$ cat config.mk
export PLATFORM = sky130hd
export DESIGN_NAME = pulse_width_trigger
export DESIGN_NICKNAME = d
export VERILOG_FILES = /design/src/shared/pw_trig_pkg.sv /design/src/gate_counter.sv /design/src/pulse_width_trigger.sv
export SDC_FILE = /design/constraint.sdc
export NUM_CORES = 1
export LEC_CHECK = 0
export BUFFER_PORTS_ARGS = -buffer_cell sky130_fd_sc_hd__buf_2
export CORE_MARGIN = 8
export CORE_UTILIZATION = 54
export CTS_BUF_LIST = sky130_fd_sc_hd__clkbuf_4 sky130_fd_sc_hd__clkbuf_8 sky130_fd_sc_hd__clkbuf_16
export DETAILED_ROUTE_END_ITERATION = 10
export MAX_ROUTING_LAYER = met4
export PLACE_DENSITY = 0.72
export SLEW_MARGIN = 5
export SYNTH_ARGS = -nofsm -noshare
export SYNTH_HDL_FRONTEND = slang
export SYNTH_SLANG_ARGS = --single-unit
export TNS_END_PERCENT = 5
$ cat constraint.sdc
create_clock -name clock -period 23.3 [get_ports clock]
set_input_delay 1.165 -clock clock [delete_from_list [all_inputs] [get_ports clock]]
set_output_delay 1.165 -clock clock [all_outputs]
set_load 0.05 [all_outputs]
$ cat src/shared/pw_trig_pkg.sv
// Shared constants and types for the pulse width trigger qualifier.
// Assumes a single 10 MHz clock; all times are converted to cycle counts.
package pw_trig_pkg;

   // Clock rate and period.
   localparam int unsigned CLK_HZ = 10_000_000;
   localparam int unsigned CLK_PERIOD_PS = 100_000;

   // Programmable width span, as times and as cycle counts.
   localparam int unsigned PW_MIN_PS = 33_000;
   localparam int unsigned PW_MAX_S = 10;
   localparam int unsigned PW_MIN_RAW =
      (PW_MIN_PS + CLK_PERIOD_PS - 1) / CLK_PERIOD_PS;
   localparam int unsigned PW_MIN_CYC = (PW_MIN_RAW < 1) ? 1 : PW_MIN_RAW;
   localparam int unsigned PW_MAX_CYC = PW_MAX_S * CLK_HZ;

   // Guard band and resolution figures.
   localparam int unsigned GUARD_LO_PS = 16_500;
   localparam int unsigned GUARD_HI_PS = 33_000;
   localparam int unsigned NE_BAND_LO_PS = 165_000;
   localparam int unsigned NE_BAND_HI_PS = 330_000;
   localparam int unsigned RES_DIVISOR = 1000;
   localparam int unsigned GUARD_LO_RAW = GUARD_LO_PS / CLK_PERIOD_PS;
   localparam int unsigned GUARD_LO_CYC = (GUARD_LO_RAW < 1) ? 1 : GUARD_LO_RAW;
   localparam int unsigned GUARD_HI_RAW = GUARD_HI_PS / CLK_PERIOD_PS;
   localparam int unsigned GUARD_HI_CYC = (GUARD_HI_RAW < 1) ? 1 : GUARD_HI_RAW;
   localparam int unsigned NE_BAND_LO_CYC = NE_BAND_LO_PS / CLK_PERIOD_PS;
   localparam int unsigned NE_BAND_HI_CYC = NE_BAND_HI_PS / CLK_PERIOD_PS;

   // Frequency counter gate window.
   localparam int unsigned GATE_MS = 250;
   localparam int unsigned GATE_CYC = GATE_MS * (CLK_HZ / 1000);

   // Widths.
   localparam int unsigned WIDTH_W = 27;
   localparam int unsigned COUNT_W = 32;

   // Register byte offsets.
   localparam logic [3:0] OFS_CTRL = 4'h0;
   localparam logic [3:0] OFS_WIDTH = 4'h4;
   localparam logic [3:0] OFS_FREQ = 4'h8;
   localparam logic [3:0] OFS_STATUS = 4'hC;

   // Reset values.
   localparam logic [31:0] RST_CTRL = 32'h0000_0000;
   localparam logic [26:0] RST_WIDTH = 27'h000_0001;

   // Trigger type field codes.
   localparam logic [1:0] TRIG_EDGE = 2'h0;
   localparam logic [1:0] TRIG_PULSE = 2'h1;
   localparam logic [1:0] TRIG_VIDEO = 2'h2;

   // Width comparison field codes.
   localparam logic [1:0] CMP_LESS = 2'h0;
   localparam logic [1:0] CMP_GREATER = 2'h1;
   localparam logic [1:0] CMP_EQUAL = 2'h2;
   localparam logic [1:0] CMP_NOT_EQUAL = 2'h3;

   // Status bit positions.
   localparam int unsigned STAT_ACTIVE_BIT = 0;
   localparam int unsigned STAT_EVENT_BIT = 1;

   // AXI responses.
   localparam logic [1:0] RESP_OKAY = 2'h0;
   localparam logic [1:0] RESP_SLVERR = 2'h2;

   // Control register layout, bit 31 downward.
   typedef struct packed {
      logic [26:0] spare;
      logic [1:0] cmp_mode;
      logic neg_pol;
      logic [1:0] trig_type;
   } ctrl_t;

   // Measurement state.
   typedef enum logic [2:0] {
      ST_IDLE = 3'b001,
      ST_PULSE = 3'b010,
      ST_FIRED = 3'b100
   } meas_state_t;

endpackage

$ cat src/gate_counter.sv
// Gated event counter: counts events over a fixed window, then latches.
// Assumes events are one-cycle pulses synchronous to the clock.
`timescale 1ns/1ps
module gate_counter #(
   parameter int unsigned GATE_CYCLES = pw_trig_pkg::GATE_CYC,
   parameter int unsigned COUNT_W = pw_trig_pkg::COUNT_W
) (
   // Clock and reset
   input wire logic clock,
   input wire logic reset,
   // Events
   input wire logic enable,
   input wire logic event_pulse,
   // Result
   output logic [COUNT_W-1:0] result_ff,
   output logic gate_done_ff
);

   logic [31:0] gate_ff;
   logic [31:0] nxt_gate;
   logic [COUNT_W-1:0] acc_ff;
   logic [COUNT_W-1:0] nxt_acc;
   logic [COUNT_W-1:0] nxt_result;
   logic nxt_gate_done;
   logic gate_end;

   // The window keeps running whatever the acquisition does.
   always_comb begin
      gate_end = (gate_ff == 32'(GATE_CYCLES - 1));
      nxt_gate = gate_end ? 32'h0000_0000 : gate_ff + 32'h0000_0001;
      nxt_acc = acc_ff;
      nxt_result = result_ff;
      nxt_gate_done = gate_end;
      if (gate_end) begin
         nxt_result = (enable && event_pulse) ? acc_ff + 1'b1 : acc_ff;
         nxt_acc = '0;
      end else if (enable && event_pulse && ~&acc_ff) begin
         nxt_acc = acc_ff + 1'b1;
      end
      if (!enable) begin
         nxt_acc = '0;
         nxt_result = '0;
      end
   end

   always_ff @(posedge clock) begin
      if (reset) begin
         gate_ff <= 32'h0000_0000;
         acc_ff <= '0;
         result_ff <= '0;
         gate_done_ff <= 1'b0;
      end else begin
         gate_ff <= nxt_gate;
         acc_ff <= nxt_acc;
         result_ff <= nxt_result;
         gate_done_ff <= nxt_gate_done;
      end
   end

endmodule

$ cat src/pulse_width_trigger.sv
// Pulse width trigger qualifier with trigger frequency counter and an
// AXI4-Lite register slave.
// Assumes the thresholded trigger source is synchronous to the clock.
`timescale 1ns/1ps
module pulse_width_trigger #(
   parameter int unsigned MAX_WIDTH_CYCLES = pw_trig_pkg::PW_MAX_CYC,
   parameter int unsigned GATE_CYCLES = pw_trig_pkg::GATE_CYC
) (
   // Clock and reset
   input wire logic clock,
   input wire logic reset,
   // Trigger source and event
   input wire logic trig_src,
   output logic trig_event_ff,
   // AXI4-Lite write address
   input wire logic s_axi_awvalid,
   output logic s_axi_awready,
   input wire logic [3:0] s_axi_awaddr,
   // AXI4-Lite write data
   input wire logic s_axi_wvalid,
   output logic s_axi_wready,
   input wire logic [31:0] s_axi_wdata,
   input wire logic [3:0] s_axi_wstrb,
   // AXI4-Lite write response
   output logic s_axi_bvalid,
   input wire logic s_axi_bready,
   output logic [1:0] s_axi_bresp,
   // AXI4-Lite read address
   input wire logic s_axi_arvalid,
   output logic s_axi_arready,
   input wire logic [3:0] s_axi_araddr,
   // AXI4-Lite read data
   output logic s_axi_rvalid,
   input wire logic s_axi_rready,
   output logic [31:0] s_axi_rdata,
   output logic [1:0] s_axi_rresp
);

   localparam int unsigned WW = pw_trig_pkg::WIDTH_W;

   function automatic logic [31:0] apply_strb(input logic [31:0] old,
                                              input logic [31:0] data,
                                              input logic [3:0] strb);
      logic [31:0] res;
      res = old;
      for (int i = 0; i < 4; i++) begin
         if (strb[i]) begin
            res[8*i +: 8] = data[8*i +: 8];
         end
      end
      return res;
   endfunction

   function automatic logic [WW-1:0] clamp_width(input logic [31:0] v);
      logic [WW-1:0] res;
      res = v[WW-1:0];
      if (v < 32'(pw_trig_pkg::PW_MIN_CYC)) begin
         res = WW'(pw_trig_pkg::PW_MIN_CYC);
      end else if (v > 32'(MAX_WIDTH_CYCLES)) begin
         res = WW'(MAX_WIDTH_CYCLES);
      end
      return res;
   endfunction

   // Register state.
   pw_trig_pkg::ctrl_t ctrl_ff;
   pw_trig_pkg::ctrl_t nxt_ctrl;
   logic [WW-1:0] width_ff;
   logic [WW-1:0] nxt_width;
   logic event_seen_ff;
   logic nxt_event_seen;

   // Bus state.
   logic aw_have_ff;
   logic nxt_aw_have;
   logic [3:0] aw_addr_ff;
   logic [3:0] nxt_aw_addr;
   logic w_have_ff;
   logic nxt_w_have;
   logic [31:0] w_data_ff;
   logic [31:0] nxt_w_data;
   logic [3:0] w_strb_ff;
   logic [3:0] nxt_w_strb;
   logic bvalid_ff;
   logic nxt_bvalid;
   logic [1:0] bresp_ff;
   logic [1:0] nxt_bresp;
   logic rvalid_ff;
   logic nxt_rvalid;
   logic [31:0] rdata_ff;
   logic [31:0] nxt_rdata;
   logic [1:0] rresp_ff;
   logic [1:0] nxt_rresp;
   logic do_write;
   logic ev_clear;

   // Measurement state.
   pw_trig_pkg::meas_state_t state_ff;
   pw_trig_pkg::meas_state_t nxt_state;
   logic [WW-1:0] count_ff;
   logic [WW-1:0] nxt_count;
   logic prev_ff;
   logic nxt_trig_event;
   logic edge_event_ff;
   logic nxt_edge_event;

   // Comparison terms.
   logic active;
   logic lead_edge;
   logic trail_edge;
   logic [WW-1:0] tol_lo;
   logic [WW-1:0] tol_hi;
   logic [WW-1:0] lo_limit;
   logic [WW-1:0] hi_limit;

   // Frequency counter.
   logic [31:0] freq_count;
   logic count_enable;
   logic count_event;

   assign s_axi_awready = !aw_have_ff && !bvalid_ff;
   assign s_axi_wready = !w_have_ff && !bvalid_ff;
   assign s_axi_bvalid = bvalid_ff;
   assign s_axi_bresp = bresp_ff;
   assign s_axi_arready = !rvalid_ff;
   assign s_axi_rvalid = rvalid_ff;
   assign s_axi_rdata = rdata_ff;
   assign s_axi_rresp = rresp_ff;

   // Write path: address and data may arrive in either order.
   always_comb begin
      nxt_aw_have = aw_have_ff;
      nxt_aw_addr = aw_addr_ff;
      nxt_w_have = w_have_ff;
      nxt_w_data = w_data_ff;
      nxt_w_strb = w_strb_ff;
      nxt_bvalid = bvalid_ff;
      nxt_bresp = bresp_ff;
      nxt_ctrl = ctrl_ff;
      nxt_width = width_ff;
      ev_clear = 1'b0;
      do_write = aw_have_ff && w_have_ff && !bvalid_ff;
      if (s_axi_awvalid && s_axi_awready) begin
         nxt_aw_have = 1'b1;
         nxt_aw_addr = s_axi_awaddr;
      end
      if (s_axi_wvalid && s_axi_wready) begin
         nxt_w_have = 1'b1;
         nxt_w_data = s_axi_wdata;
         nxt_w_strb = s_axi_wstrb;
      end
      if (do_write) begin
         nxt_aw_have = 1'b0;
         nxt_w_have = 1'b0;
         nxt_bvalid = 1'b1;
         nxt_bresp = pw_trig_pkg::RESP_OKAY;
         if (aw_addr_ff[3:2] == pw_trig_pkg::OFS_CTRL[3:2]) begin
            nxt_ctrl = apply_strb(ctrl_ff, w_data_ff, w_strb_ff);
            nxt_ctrl.spare = '0;
         end else if (aw_addr_ff[3:2] == pw_trig_pkg::OFS_WIDTH[3:2]) begin
            nxt_width = clamp_width(apply_strb(32'(width_ff), w_data_ff,
                                               w_strb_ff));
         end else if (aw_addr_ff[3:2] == pw_trig_pkg::OFS_STATUS[3:2]) begin
            ev_clear = w_strb_ff[0] &&
                       w_data_ff[pw_trig_pkg::STAT_EVENT_BIT];
         end else if (aw_addr_ff[3:2] != pw_trig_pkg::OFS_FREQ[3:2]) begin
            nxt_bresp = pw_trig_pkg::RESP_SLVERR;
         end else begin
            nxt_bresp = pw_trig_pkg::RESP_SLVERR;
         end
      end
      if (bvalid_ff && s_axi_bready) begin
         nxt_bvalid = 1'b0;
      end
      // A new event in the clearing cycle keeps the flag set.
      nxt_event_seen = trig_event_ff || (event_seen_ff && !ev_clear);
   end

   // Read path.
   always_comb begin
      nxt_rvalid = rvalid_ff;
      nxt_rdata = rdata_ff;
      nxt_rresp = rresp_ff;
      if (s_axi_arvalid && s_axi_arready) begin
         nxt_rvalid = 1'b1;
         nxt_rresp = pw_trig_pkg::RESP_OKAY;
         nxt_rdata = 32'h0000_0000;
         if (s_axi_araddr[3:2] == pw_trig_pkg::OFS_CTRL[3:2]) begin
            nxt_rdata = ctrl_ff;
         end else if (s_axi_araddr[3:2] == pw_trig_pkg::OFS_WIDTH[3:2]) begin
            nxt_rdata = 32'(width_ff);
         end else if (s_axi_araddr[3:2] == pw_trig_pkg::OFS_FREQ[3:2]) begin
            nxt_rdata = freq_count;
         end else begin
            nxt_rdata[pw_trig_pkg::STAT_ACTIVE_BIT] = (state_ff !=
                                                       pw_trig_pkg::ST_IDLE);
            nxt_rdata[pw_trig_pkg::STAT_EVENT_BIT] = event_seen_ff;
         end
      end else if (rvalid_ff && s_axi_rready) begin
         nxt_rvalid = 1'b0;
      end
   end

   always_ff @(posedge clock) begin
      if (reset) begin
         aw_have_ff <= 1'b0;
         aw_addr_ff <= 4'h0;
         w_have_ff <= 1'b0;
         w_data_ff <= 32'h0000_0000;
         w_strb_ff <= 4'h0;
         bvalid_ff <= 1'b0;
         bresp_ff <= pw_trig_pkg::RESP_OKAY;
         rvalid_ff <= 1'b0;
         rdata_ff <= 32'h0000_0000;
         rresp_ff <= pw_trig_pkg::RESP_OKAY;
         ctrl_ff <= pw_trig_pkg::RST_CTRL;
         width_ff <= pw_trig_pkg::RST_WIDTH;
         event_seen_ff <= 1'b0;
      end else begin
         aw_have_ff <= nxt_aw_have;
         aw_addr_ff <= nxt_aw_addr;
         w_have_ff <= nxt_w_have;
         w_data_ff <= nxt_w_data;
         w_strb_ff <= nxt_w_strb;
         bvalid_ff <= nxt_bvalid;
         bresp_ff <= nxt_bresp;
         rvalid_ff <= nxt_rvalid;
         rdata_ff <= nxt_rdata;
         rresp_ff <= nxt_rresp;
         ctrl_ff <= nxt_ctrl;
         width_ff <= nxt_width;
         event_seen_ff <= nxt_event_seen;
      end
   end

   // Tolerance band. At this clock rate the guard figures round to one
   // cycle, so the band is coarser than the analog ideal.
   always_comb begin
      tol_lo = width_ff / WW'(pw_trig_pkg::RES_DIVISOR);
      if (tol_lo < WW'(pw_trig_pkg::GUARD_LO_CYC)) begin
         tol_lo = WW'(pw_trig_pkg::GUARD_LO_CYC);
      end
      tol_hi = tol_lo;
      if (ctrl_ff.cmp_mode == pw_trig_pkg::CMP_NOT_EQUAL &&
          width_ff > WW'(pw_trig_pkg::NE_BAND_LO_CYC) &&
          width_ff <= WW'(pw_trig_pkg::NE_BAND_HI_CYC) &&
          tol_hi < WW'(pw_trig_pkg::GUARD_HI_CYC)) begin
         tol_hi = WW'(pw_trig_pkg::GUARD_HI_CYC);
      end
      lo_limit = (width_ff > tol_lo) ? width_ff - tol_lo : '0;
      hi_limit = width_ff + tol_hi;
   end

   // Measurement and qualification.
   always_comb begin
      active = trig_src ^ ctrl_ff.neg_pol;
      lead_edge = active && !prev_ff;
      trail_edge = !active && prev_ff;
      nxt_state = state_ff;
      nxt_count = count_ff;
      nxt_trig_event = 1'b0;
      nxt_edge_event = (ctrl_ff.trig_type == pw_trig_pkg::TRIG_EDGE) &&
                       lead_edge;
      case (state_ff)
         pw_trig_pkg::ST_IDLE: begin
            if (lead_edge) begin
               nxt_count = WW'(1);
               nxt_state = pw_trig_pkg::ST_PULSE;
            end
         end
         pw_trig_pkg::ST_PULSE: begin
            if (trail_edge) begin
               nxt_state = pw_trig_pkg::ST_IDLE;
               case (ctrl_ff.cmp_mode)
                  pw_trig_pkg::CMP_LESS:
                     nxt_trig_event = count_ff < width_ff;
                  pw_trig_pkg::CMP_EQUAL:
                     nxt_trig_event = count_ff >= lo_limit &&
                                      count_ff <= hi_limit;
                  pw_trig_pkg::CMP_NOT_EQUAL:
                     nxt_trig_event = count_ff < lo_limit;
                  default:
                     nxt_trig_event = 1'b0;
               endcase
            end else begin
               if (~&count_ff) begin
                  nxt_count = count_ff + 1'b1;
               end
               if (ctrl_ff.cmp_mode == pw_trig_pkg::CMP_GREATER &&
                   count_ff >= width_ff) begin
                  nxt_trig_event = 1'b1;
                  nxt_state = pw_trig_pkg::ST_FIRED;
               end else if (ctrl_ff.cmp_mode == pw_trig_pkg::CMP_NOT_EQUAL &&
                            count_ff >= hi_limit) begin
                  nxt_trig_event = 1'b1;
                  nxt_state = pw_trig_pkg::ST_FIRED;
               end
            end
         end
         pw_trig_pkg::ST_FIRED: begin
            // One event per pulse; wait for the pulse to end.
            if (trail_edge) begin
               nxt_state = pw_trig_pkg::ST_IDLE;
            end
         end
         default: begin
            nxt_state = pw_trig_pkg::ST_IDLE;
         end
      endcase
      if (ctrl_ff.trig_type != pw_trig_pkg::TRIG_PULSE) begin
         nxt_trig_event = nxt_edge_event;
      end
   end

   always_ff @(posedge clock) begin
      if (reset) begin
         state_ff <= pw_trig_pkg::ST_IDLE;
         count_ff <= '0;
         prev_ff <= 1'b0;
         trig_event_ff <= 1'b0;
         edge_event_ff <= 1'b0;
      end else begin
         state_ff <= nxt_state;
         count_ff <= nxt_count;
         prev_ff <= active;
         trig_event_ff <= nxt_trig_event;
         edge_event_ff <= nxt_edge_event;
      end
   end

   // The counter ignores run state and only stops in video mode.
   assign count_enable = ctrl_ff.trig_type != pw_trig_pkg::TRIG_VIDEO;
   assign count_event = (ctrl_ff.trig_type == pw_trig_pkg::TRIG_PULSE) ?
                        trig_event_ff : edge_event_ff;

   gate_counter #(
      .GATE_CYCLES(GATE_CYCLES),
      .COUNT_W(32)
   ) u_gate (
      .clock(clock),
      .reset(reset),
      .enable(count_enable),
      .event_pulse(count_event),
      .result_ff(freq_count),
      .gate_done_ff()
   );

endmodule

# ---- Word-level counts from Yosys, hierarchy flattened
# Index checks and enable logic that the tools add are counted.
# W data, S select, Z words.
dict set report totals {
  register_bits 240
  output_inout_bits 42
}
dict set report classes {
  addsub 5
  reduce_logical 48
  n_lt_le_gt_ge 13
  n_mux 52
  eq_ne 20
  bitwise 3
  div 1
}
# op count
set op_table {}
lappend op_table {{$mux W27} 8}
lappend op_table {{$mux W8} 16}
lappend op_table {{$mux W32} 3}
lappend op_table {{$ge A27 B27 Y1} 3}
lappend op_table {{$add A32 B1 Y32 const B} 2}
lappend op_table {{$lt A27 B1 Y1 const B} 2}
lappend op_table {{$lt A27 B27 Y1} 2}
lappend op_table {{$pmux W27 S2} 1}
lappend op_table {{$eq A32 B22 Y1 const B} 1}
lappend op_table {{$gt A32 B27 Y1 const B} 1}
lappend op_table {{$lt A32 B1 Y1 const B} 1}
lappend op_table {{$reduce_and A32 Y1} 1}
lappend op_table {{$mux W30} 1}
lappend op_table {{$add A27 B1 Y27 const B} 1}
lappend op_table {{$add A27 B27 Y27} 1}
lappend op_table {{$div A27 B10 Y27 const B} 1}
lappend op_table {{$gt A27 B1 Y1 const B} 1}
lappend op_table {{$gt A27 B27 Y1} 1}
lappend op_table {{$le A27 B2 Y1 const B} 1}
lappend op_table {{$le A27 B27 Y1} 1}
lappend op_table {{$reduce_and A27 Y1} 1}
lappend op_table {{$sub A27 B27 Y27} 1}
lappend op_table {{$logic_and A1 B1 Y1} 22}
lappend op_table {{$mux W3} 5}
lappend op_table {{23 further kinds} 64}

# ---- Longest topological paths before layout
# Gate-level depths: netlist of run 1.
dict set report depth {
  ltp_word 14
  mapped_depth 98
  depth_no_buf 89
}

# ---- Modules after synthesis
# A second synthesis of run 1 with hierarchy kept.
dict set report unflattened {
  cells_unflattened 2673
  hier_area_um2 20553.5
}
# module cells_per_inst seq_area_each_um2 instances area_per_inst_um2
set modules_own_cells {}
lappend modules_own_cells {pulse_width_trigger 2077 2822.7 1 15618.7}
lappend modules_own_cells {gate_counter 596 1941.9 1 4934.7}

# ---- Least setup slack after synthesis of run 1
# OpenSTA, ideal clock, no wires.
dict set report synth_path {
  path_type {reg2reg}
  startpoint {reg width_ff[20]}
  endpoint {reg trig_event_ff}
  setup_ns 0.116
  synth_period_minus_slack_ns 17.544
  t_required_ns 23.184
  arrival_time_ns 17.428
  path_buffers 4
  slack_ns 5.756
  path_stages_with_launch 89
  path_cell_list {dfxtp_1 -> buf_4 -> o21ai_2 -> nor2_1 -> or4_1 -> clkbuf_1 -> a21oi_1 -> xnor2_1 -> or3b_2 -> o21ai_1 -> a31oi_4 -> inv_2 -> buf_2 -> mux2i_1 -> nand4_1 -> a21oi_2 -> mux2i_4 -> xor2_2 -> [... 53 more ...] -> o21ai_0 -> nand2b_1 -> a21oi_1 -> nor2b_1 -> o21ai_0 -> nand2b_1 -> a21oi_1 -> nor2b_1 -> o21ai_0 -> nand2b_1 -> a21oi_1 -> o31ai_1 -> a21oi_1 -> a221oi_1 -> a21o_1 -> a21oi_1 -> a21oi_1 -> a41o_1}
}
dict set report synth_between {
  elab_chain_len 14
}
# element line
set synth_lines {}
lappend synth_lines {{from (decl)} pulse_width_trigger.sv:68} ;# logic [WW-1:0] width_ff;
lappend synth_lines {{from (signal assigned)} pulse_width_trigger.sv:217} ;# width_ff <= pw_trig_pkg::RST_WIDTH;
lappend synth_lines {{from (signal assigned)} pulse_width_trigger.sv:231} ;# width_ff <= nxt_width;
lappend synth_lines {{$div A27 B10 Y27} pulse_width_trigger.sv:239} ;# tol_lo = width_ff / WW'(pw_trig_pkg::RES_DIVISOR);
lappend synth_lines {{$lt A27 B1 Y1} pulse_width_trigger.sv:240} ;# if (tol_lo < WW'(pw_trig_pkg::GUARD_LO_CYC)) begin
lappend synth_lines {{$mux W27} pulse_width_trigger.sv:240}
lappend synth_lines {{$lt A27 B1 Y1} pulse_width_trigger.sv:247} ;# tol_hi < WW'(pw_trig_pkg::GUARD_HI_CYC)) begin
lappend synth_lines {{$logic_and A1 B1 Y1} pulse_width_trigger.sv:246} ;# width_ff <= WW'(pw_trig_pkg::NE_BAND_HI_CYC) &&
lappend synth_lines {{$mux W27} pulse_width_trigger.sv:244} ;# if (ctrl_ff.cmp_mode == pw_trig_pkg::CMP_NOT_EQUAL &&
lappend synth_lines {{$add A27 B27 Y27} pulse_width_trigger.sv:251} ;# hi_limit = width_ff + tol_hi;
lappend synth_lines {{$ge A27 B27 Y1} pulse_width_trigger.sv:294} ;# count_ff >= hi_limit) begin
lappend synth_lines {{$logic_and A1 B1 Y1} pulse_width_trigger.sv:293} ;# end else if (ctrl_ff.cmp_mode == pw_trig_pkg::CMP_NOT_EQUAL &&
lappend synth_lines {{$mux W1} pulse_width_trigger.sv:293}
lappend synth_lines {{$mux W1} pulse_width_trigger.sv:289} ;# if (ctrl_ff.cmp_mode == pw_trig_pkg::CMP_GREATER &&
lappend synth_lines {{$mux W1 (*)} pulse_width_trigger.sv:272} ;# if (trail_edge) begin
lappend synth_lines {{$mux W1 (*)} pulse_width_trigger.sv:264} ;# case (state_ff)
lappend synth_lines {{$mux W1 (*)} pulse_width_trigger.sv:310} ;# if (ctrl_ff.trig_type != pw_trig_pkg::TRIG_PULSE) begin
lappend synth_lines {{to (signal assigned)} pulse_width_trigger.sv:326} ;# trig_event_ff <= nxt_trig_event;
lappend synth_lines {{to (decl)} pulse_width_trigger.sv:14} ;# output logic trig_event_ff,
# Mark *: on every way between the ends. The rest lies on a longest branch, timed or not.
# A chain may end at the register's enable or synchronous reset.

# ---- Worst setup path in the final report of run 1
dict set report layout_path {
  startpoint {reg width_ff[24]}
  endpoint {reg trig_event_ff}
}
# Same word-level chain as after synthesis.

==> flow_summary.yaml, run 1 <==
cts:
  cts_buffers: 26
  cts-root-buf: "clkbuf_16"
  htreeDepth: 1
  cts_hold_buffers: 0
  clk_pin_slew_ps: 60
  clk_latency_ps: 540
  cts_buffer_depth: 3
  cts_tree: "done"
  cts.sinks: 237
  postCtsSetupBuffers: 0
  cts_resized: 0
critical_path:
  ff2ff_path_depth: 86
  cp.required_ps: 23720
  crit_top_cell: "a21o_1"
  end_kind: "register"
  worst-r2r-setup-slack_ps: 1610
  timing.rr.start: "width_ff[24]"
  crit_fanout: 16
  reg2reg_to: "trig_event_ff"
  crit_path_start: "width_ff[24]"
  cp.arrival_ps: 22110
  cp-endpoint: "trig_event_ff"
  slowest_stage: "a222oi_1"
  critical_path.max_stage_delay_ps: 770
  criticalPathCategory: "reg2reg"
  start_kind: "register"
sta:
  setup_ws_ps: 1610
  worst_pin_slew_ps: 1130
  period_minus_slack_ps: 21690
  finalMaxSlewViolations: 0
  finalHoldViolCount: 0
  max_freq_mhz: 46.1
  tns_ps: 0
  fin_skew_ps: 24.2
  hold_slack_ps: 448
  fin_crit_sh_pct: 93.1
  finalSetupViolCount: 0
  relSlewSlack_pct: 24.7
  rsz0062_at_grt: "false"
routing:
  wl_per_cell_um: 18.4
  wirelength_um: 54900
  drc: 0
  initialDrtViolationCount: 1480
  drtPass1Iterations: 6
  via_per_inst: 6.23
  via_count: 18568
  antenna_left: 0
floorplan:
  die_h_um: 204
  die_area_um2: 41500
  die_w_um: 204
  start_util_pct: 55.0
  io_pins: 94
  std_cell_rows: 68
  core_area_um2: 34600
flow_run:
  timing.max_cap.violations: 0
synth:
  synth_area_leader_cell: "dfxtp_1"
  synth_area_leaders: "dfxtp_1, ha_1, nand2_1"
  netlist-cell-type-count: 128
  avgSynthCellArea_um2: 7.64
  netlist_area_um2: 19000
  synth-seq-cells: 237
  synth_top_area_share_pct: 24.9
  synthTopCellsByCount: "nand2_1, nor2_1, dfxtp_1"
  async_flop_share_pct: 0
  synth_edf_count: 0
  ys_warn_count: 0
  yosysSeqAreaShare_pct: 24.9
  syn_inst: 2491
  post-synth-top-count-cell: "nand2_1"
  synth_ff_type: "dfxtp_1"
cells_and_area:
  final_cells: 2980
  fin_util_pct: 59.6
  nets: 2680
  area_growth_pct: 8.51
  final_layout_size_suffix_gt1_share_pct: 10.7
placement:
  post-place-cells: 2933
  place.gp.congestion: 0.951
  dpl.hpwl_um: 42300
  dp_slack_ps: 1120
  io_buffers: 86
global_route:
  grt_usage_pct: 26.2
  grt_pass1_wl_um: 89500
  grt_pass1_vias: 17480
  grt_overflow: 0
  antenna_found_initial: 1
  grt_max_degree: 85
power_and_ir_drop:
  p_per_area_nw_per_um2: 47.5
  leakagePower_nw: 8.03
  peakVddDrop_uv: 63.9
run_status:
  status: "finished, final reports clean"
min_path:
  hold_path_class: "reg2reg"
  worstHoldStart: "u_gate.gate_ff[0]"
[where the power goes]
group	switching [W]	internal [W]	total [W]
Combinational	0.0000786	0.0000406	0.000119
Sequential	0.0000106	0.000415	0.000426
Clock	0.000167	0.000269	0.000436
[how the worst min path moves through the flow]
stage          slack [ps]  depth (start not counted)           endpoint
3_3_place_gp          430                          1  u_gate.gate_ff[0]
6_report              450                          1  u_gate.gate_ff[0]
4_1_cts               450                          1  u_gate.gate_ff[0]
5_1_grt               470                          1  u_gate.gate_ff[0]
3_5_place_dp          440                          1  u_gate.gate_ff[0]
2_1_floorplan         420                          1  u_gate.gate_ff[0]
[registers in the layout (all words and copies together), names as in the netlist, 2 cells and up]
signal	flops
state_ff	3
s_axi_rdata	32
ctrl_ff	5
width_ff	27
aw_addr_ff	2
w_data_ff	32
u_gate.acc_ff	32
u_gate.gate_ff	32
count_ff	27
w_strb_ff	4
u_gate.result_ff	32
[metal layers]
layer	up-vias	track usage (%)	part of all wire, %	wire length, µm
met5	-	-	0	0
met4	0	6.58	2.2	1200
met3	91	3.06	5.7	3140
met2	579	43.7	47	25800
met1	8765	33.4	45	24700
li1	9133	-	-	-
[area by class of cell]
class,count,area (µm²)
clock buffers,34,747
flip-flops and latches,237,4750
multi-input cells,2054,13500
inverters,75,282
well taps,455,569
clock inverters,11,159
fillers,3167,14000
diodes,2,5.00
repair buffers,112,628
[layout by cell type, fill, tap and decap left out, types with 11 or more instances in the layout]
master	count
mux2i_1	37
a21oi_1	173
a31oi_1	24
dfxtp_1	232
nor4_1	23
buf_4	27
and3_1	42
inv_1	60
o22ai_1	16
xnor2_1	85
o21bai_1	14
nand2_1	282
clkbuf_16	27
nor3_1	79
a22oi_1	22
and2_1	24
a211oi_1	25
or3_1	17
o21a_1	16
buf_2	85
nand3_1	82
ha_1	120
nor2_1	269
xor2_1	79
o211ai_1	21
a221oi_1	30
a21o_1	51
nand2b_1	30
o21ai_0	127
nor2b_1	35
a311oi_1	11
nand4_1	52
[critical path, delay by kind of cell, from the launching register on]
kind / cells / cell delay [ps]
buffers and inverters: 3 / 630
adders and majority gates: 2 / 490
AOI/OAI and AO/OA: 48 / 11130
and+or+nand+nor: 24 / 5230
muxes: 7 / 2580
xor gates and xnor gates: 2 / 700
DFF: 1 / 710
[kinds of logic after synthesis]
group	Yosys count	share of synthesized area (%)
and+or+nand+nor	1018	26.1
AOI/OAI and AO/OA	678	24.4
DFF	237	24.9
xor gates and xnor gates	171	8.22
other	1	0.0197
buffers and inverters	202	4.44
adders and majority gates	129	8.48
muxes	55	3.34
[stage by stage]
stage / instance area (µm²) / total power [W]
CTS: 20600 / 0.000986
detailed placement: 19700 / 0.000553
finish: 20700 / 0.000981
floorplan: 19000 / 0.000519
global route: 20600 / 0.00102
global placement: 19700 / 0.000551
Note: power is estimated with default switching activity, not from simulation.
==> run 2: changes to the inputs <==
SETUP_SLACK_MARGIN = 0.1   (was default)
clock period = 22.9 ns   (was 23.3 ns; I/O delays follow)
==> run 2 against run 1 <==
Net effect: non-clock buffer count up 8; setup slack improved by 100 ps; first-iteration DRC count is 3.8% lower; fmax rose by 2.4%; power is 0.24% higher; combinational power is essentially flat; final area rose by 0.19%; critical endpoint unchanged.
==> flow_summary.yaml, run 2 (synthesis gave the netlist of run 1 again) <==
critical_path:
  ff2ff_path_depth: 89
  reg2reg_to: "trig_event_ff"
  cp.required_ps: 23320
  crit_family: "compound AO/OA/AOI/OAI gates"
  critical_path.max_stage_delay_ps: 650
  path_buf_inv: 5
  cp.arrival_ps: 21610
  crit_fanout: 25
  worst-r2r-setup-slack_ps: 1710
  slowest_stage: "dfxtp_1"
  crit_top_cell: "a21o_1"
  timing.rr.start: "width_ff[19]"
  end_kind: "register"
  criticalPathCategory: "reg2reg"
  start_kind: "register"
cells_and_area:
  final_common_cell: "nand2_1"
  area_growth_pct: 8.72
  diodes: 0
  final_cells: 2987
  nets: 2688
  stdcell_area_um2: 20700
  final_cell_mix: "nand2_1, nor2_1, dfxtp_1"
  final_layout_size_suffix_gt1_share_pct: 11.1
sta:
  rsz0062_at_grt: "false"
  max_freq_mhz: 47.2
  fin_crit_sh_pct: 92.5
  fin_skew_ps: 14.7
  relSlewSlack_pct: 24.0
  tns_ps: 0
  finalHoldViolCount: 0
  worst_pin_slew_ps: 1140
  setup_ws_ps: 1710
  period_minus_slack_ps: 21190
  finalSetupViolCount: 0
  finalMaxSlewViolations: 0
routing:
  drc: 0
  drtPass1Iterations: 6
  antenna_left: 0
  wirelength_um: 55200
  initialDrtViolationCount: 1424
  via_count: 18666
  wl_per_cell_um: 18.5
  via_per_inst: 6.25
power_and_ir_drop:
  power.share.clock_pct: 43.7
  p_int_w: 0.000723
  power.share.sequential_pct: 44.1
  switchingPower_w: 0.000260
  peakVddDrop_uv: 83.7
  leakagePower_nw: 8.05
  finalPower_w: 0.000983
  combPwrFrac_pct: 12.3
  p_per_area_nw_per_um2: 47.5
  swShare_pct: 26.5
min_path:
  hold_path_class: "reg2reg"
  worstHoldStart: "w_data_ff[31]"
  hold_path_end: "w_data_ff[31]"
  holdPathStages: 2
placement:
  post-place-cells: 2936
  place_area_um2: 19700
  dp_slack_ps: 1160
  dpl.hpwl_um: 42500
  place.gp.congestion: 0.935
  io_buffers: 86
cts:
  cts.sinks: 237
  clk_latency_ps: 540
  cts-root-buf: "clkbuf_16"
  cts_buffer_depth: 3
  htreeDepth: 1
  cts_tree: "done"
  clk_pin_slew_ps: 60
  cts_buffers: 26
global_route:
  grt_pass1_vias: 17739
  grt_overflow: 0
  grt_pass1_wl_um: 89900
  antenna_found_initial: 0
  grt_usage_pct: 26.4
  grt_max_degree: 84
flow_run:
  timing.max_cap.violations: 0
floorplan:
  io_pins: 94
  core_area_um2: 34600
  die_area_um2: 41500
  start_util_pct: 55.0
  std_cell_rows: 68
  die_w_um: 204
  die_h_um: 204
run_status:
  status: "finished, final reports clean"
==> run 2: cell count changes in the layout (fill, tap and decap cells not counted), moves of 2 or more <==
cell / previous run / this run
clkinvlp_4: 0 / 2
bufinv_16: 4 / 2
buf_4: 27 / 35
diode_2: 2 / 0
clkbuf_8: 3 / 6
==> run 2: worst max path at each step <==
| stage | from | endpoint | slack, ps | cells past startpoint |
|---|---|---|---|---|
| floorplan | width_ff[20] | trig_event_ff | 5360 | 88 |
| global placement | width_ff[22] | trig_event_ff | 1320 | 88 |
| detailed placement | width_ff[22] | trig_event_ff | 1160 | 88 |
| CTS | width_ff[22] | trig_event_ff | 980 | 88 |
| global route | width_ff[19] | trig_event_ff | 220 | 89 |
| finish | width_ff[19] | trig_event_ff | 1710 | 89 |
==> run 2: layer usage <==
metal  vias up  track usage, %  part of all wire (%)
li1       9141               -                     -
met1      8885            33.4                    45
met2       541            44.2                    48
met3        99            2.95                   5.1
met4         0            6.97                   2.2
met5         -               -                     0
==> run 2: power by group through the flow <==
stage	clock (W)	sequential, W	combinational, W
5_1_grt	0.000451	0.000434	0.000132
3_3_place_gp	0	0.000441	0.000118
6_report	0.000429	0.000433	0.000121
3_5_place_dp	0	0.000442	0.000120
4_1_cts	0.000435	0.000433	0.000120
2_1_floorplan	0	0.000450	0.0000776
==> run 2: what timing repair did <==
action	in CTS	in global routing
setup endpoints to repair	0	1
gates resized for setup	0	13
buffers inserted	0	5
endpoints found under the hold margin	0	0
hold buffers	0	0
==> run 2: final cells by class <==
| type | instances | area (µm²) |
|---|---|---|
| Clock buffer | 36 | 781 |
| Multi-Input combinational cell | 2054 | 13500 |
| Clock inverter | 10 | 105 |
| Inverter | 75 | 282 |
| Tap cell | 455 | 569 |
| Fill cell | 3148 | 13900 |
| Sequential cell | 237 | 4750 |
| Timing Repair Buffer | 120 | 688 |
==> run 2: per-stage QoR <==
step / hold WS, ps / utilization, %
floorplan: 418 / -
global placement: 429 / 57.0
detailed placement: 441 / 57.0
CTS: 451 / 59.5
global route: 466 / 59.8
finish: 447 / 59.8
==> run 2: tightest hold or removal path: stages (launching register included) <==
cell and delay [ps]:
dfxtp_1 300, nand2_1 50, a21oi_1 50
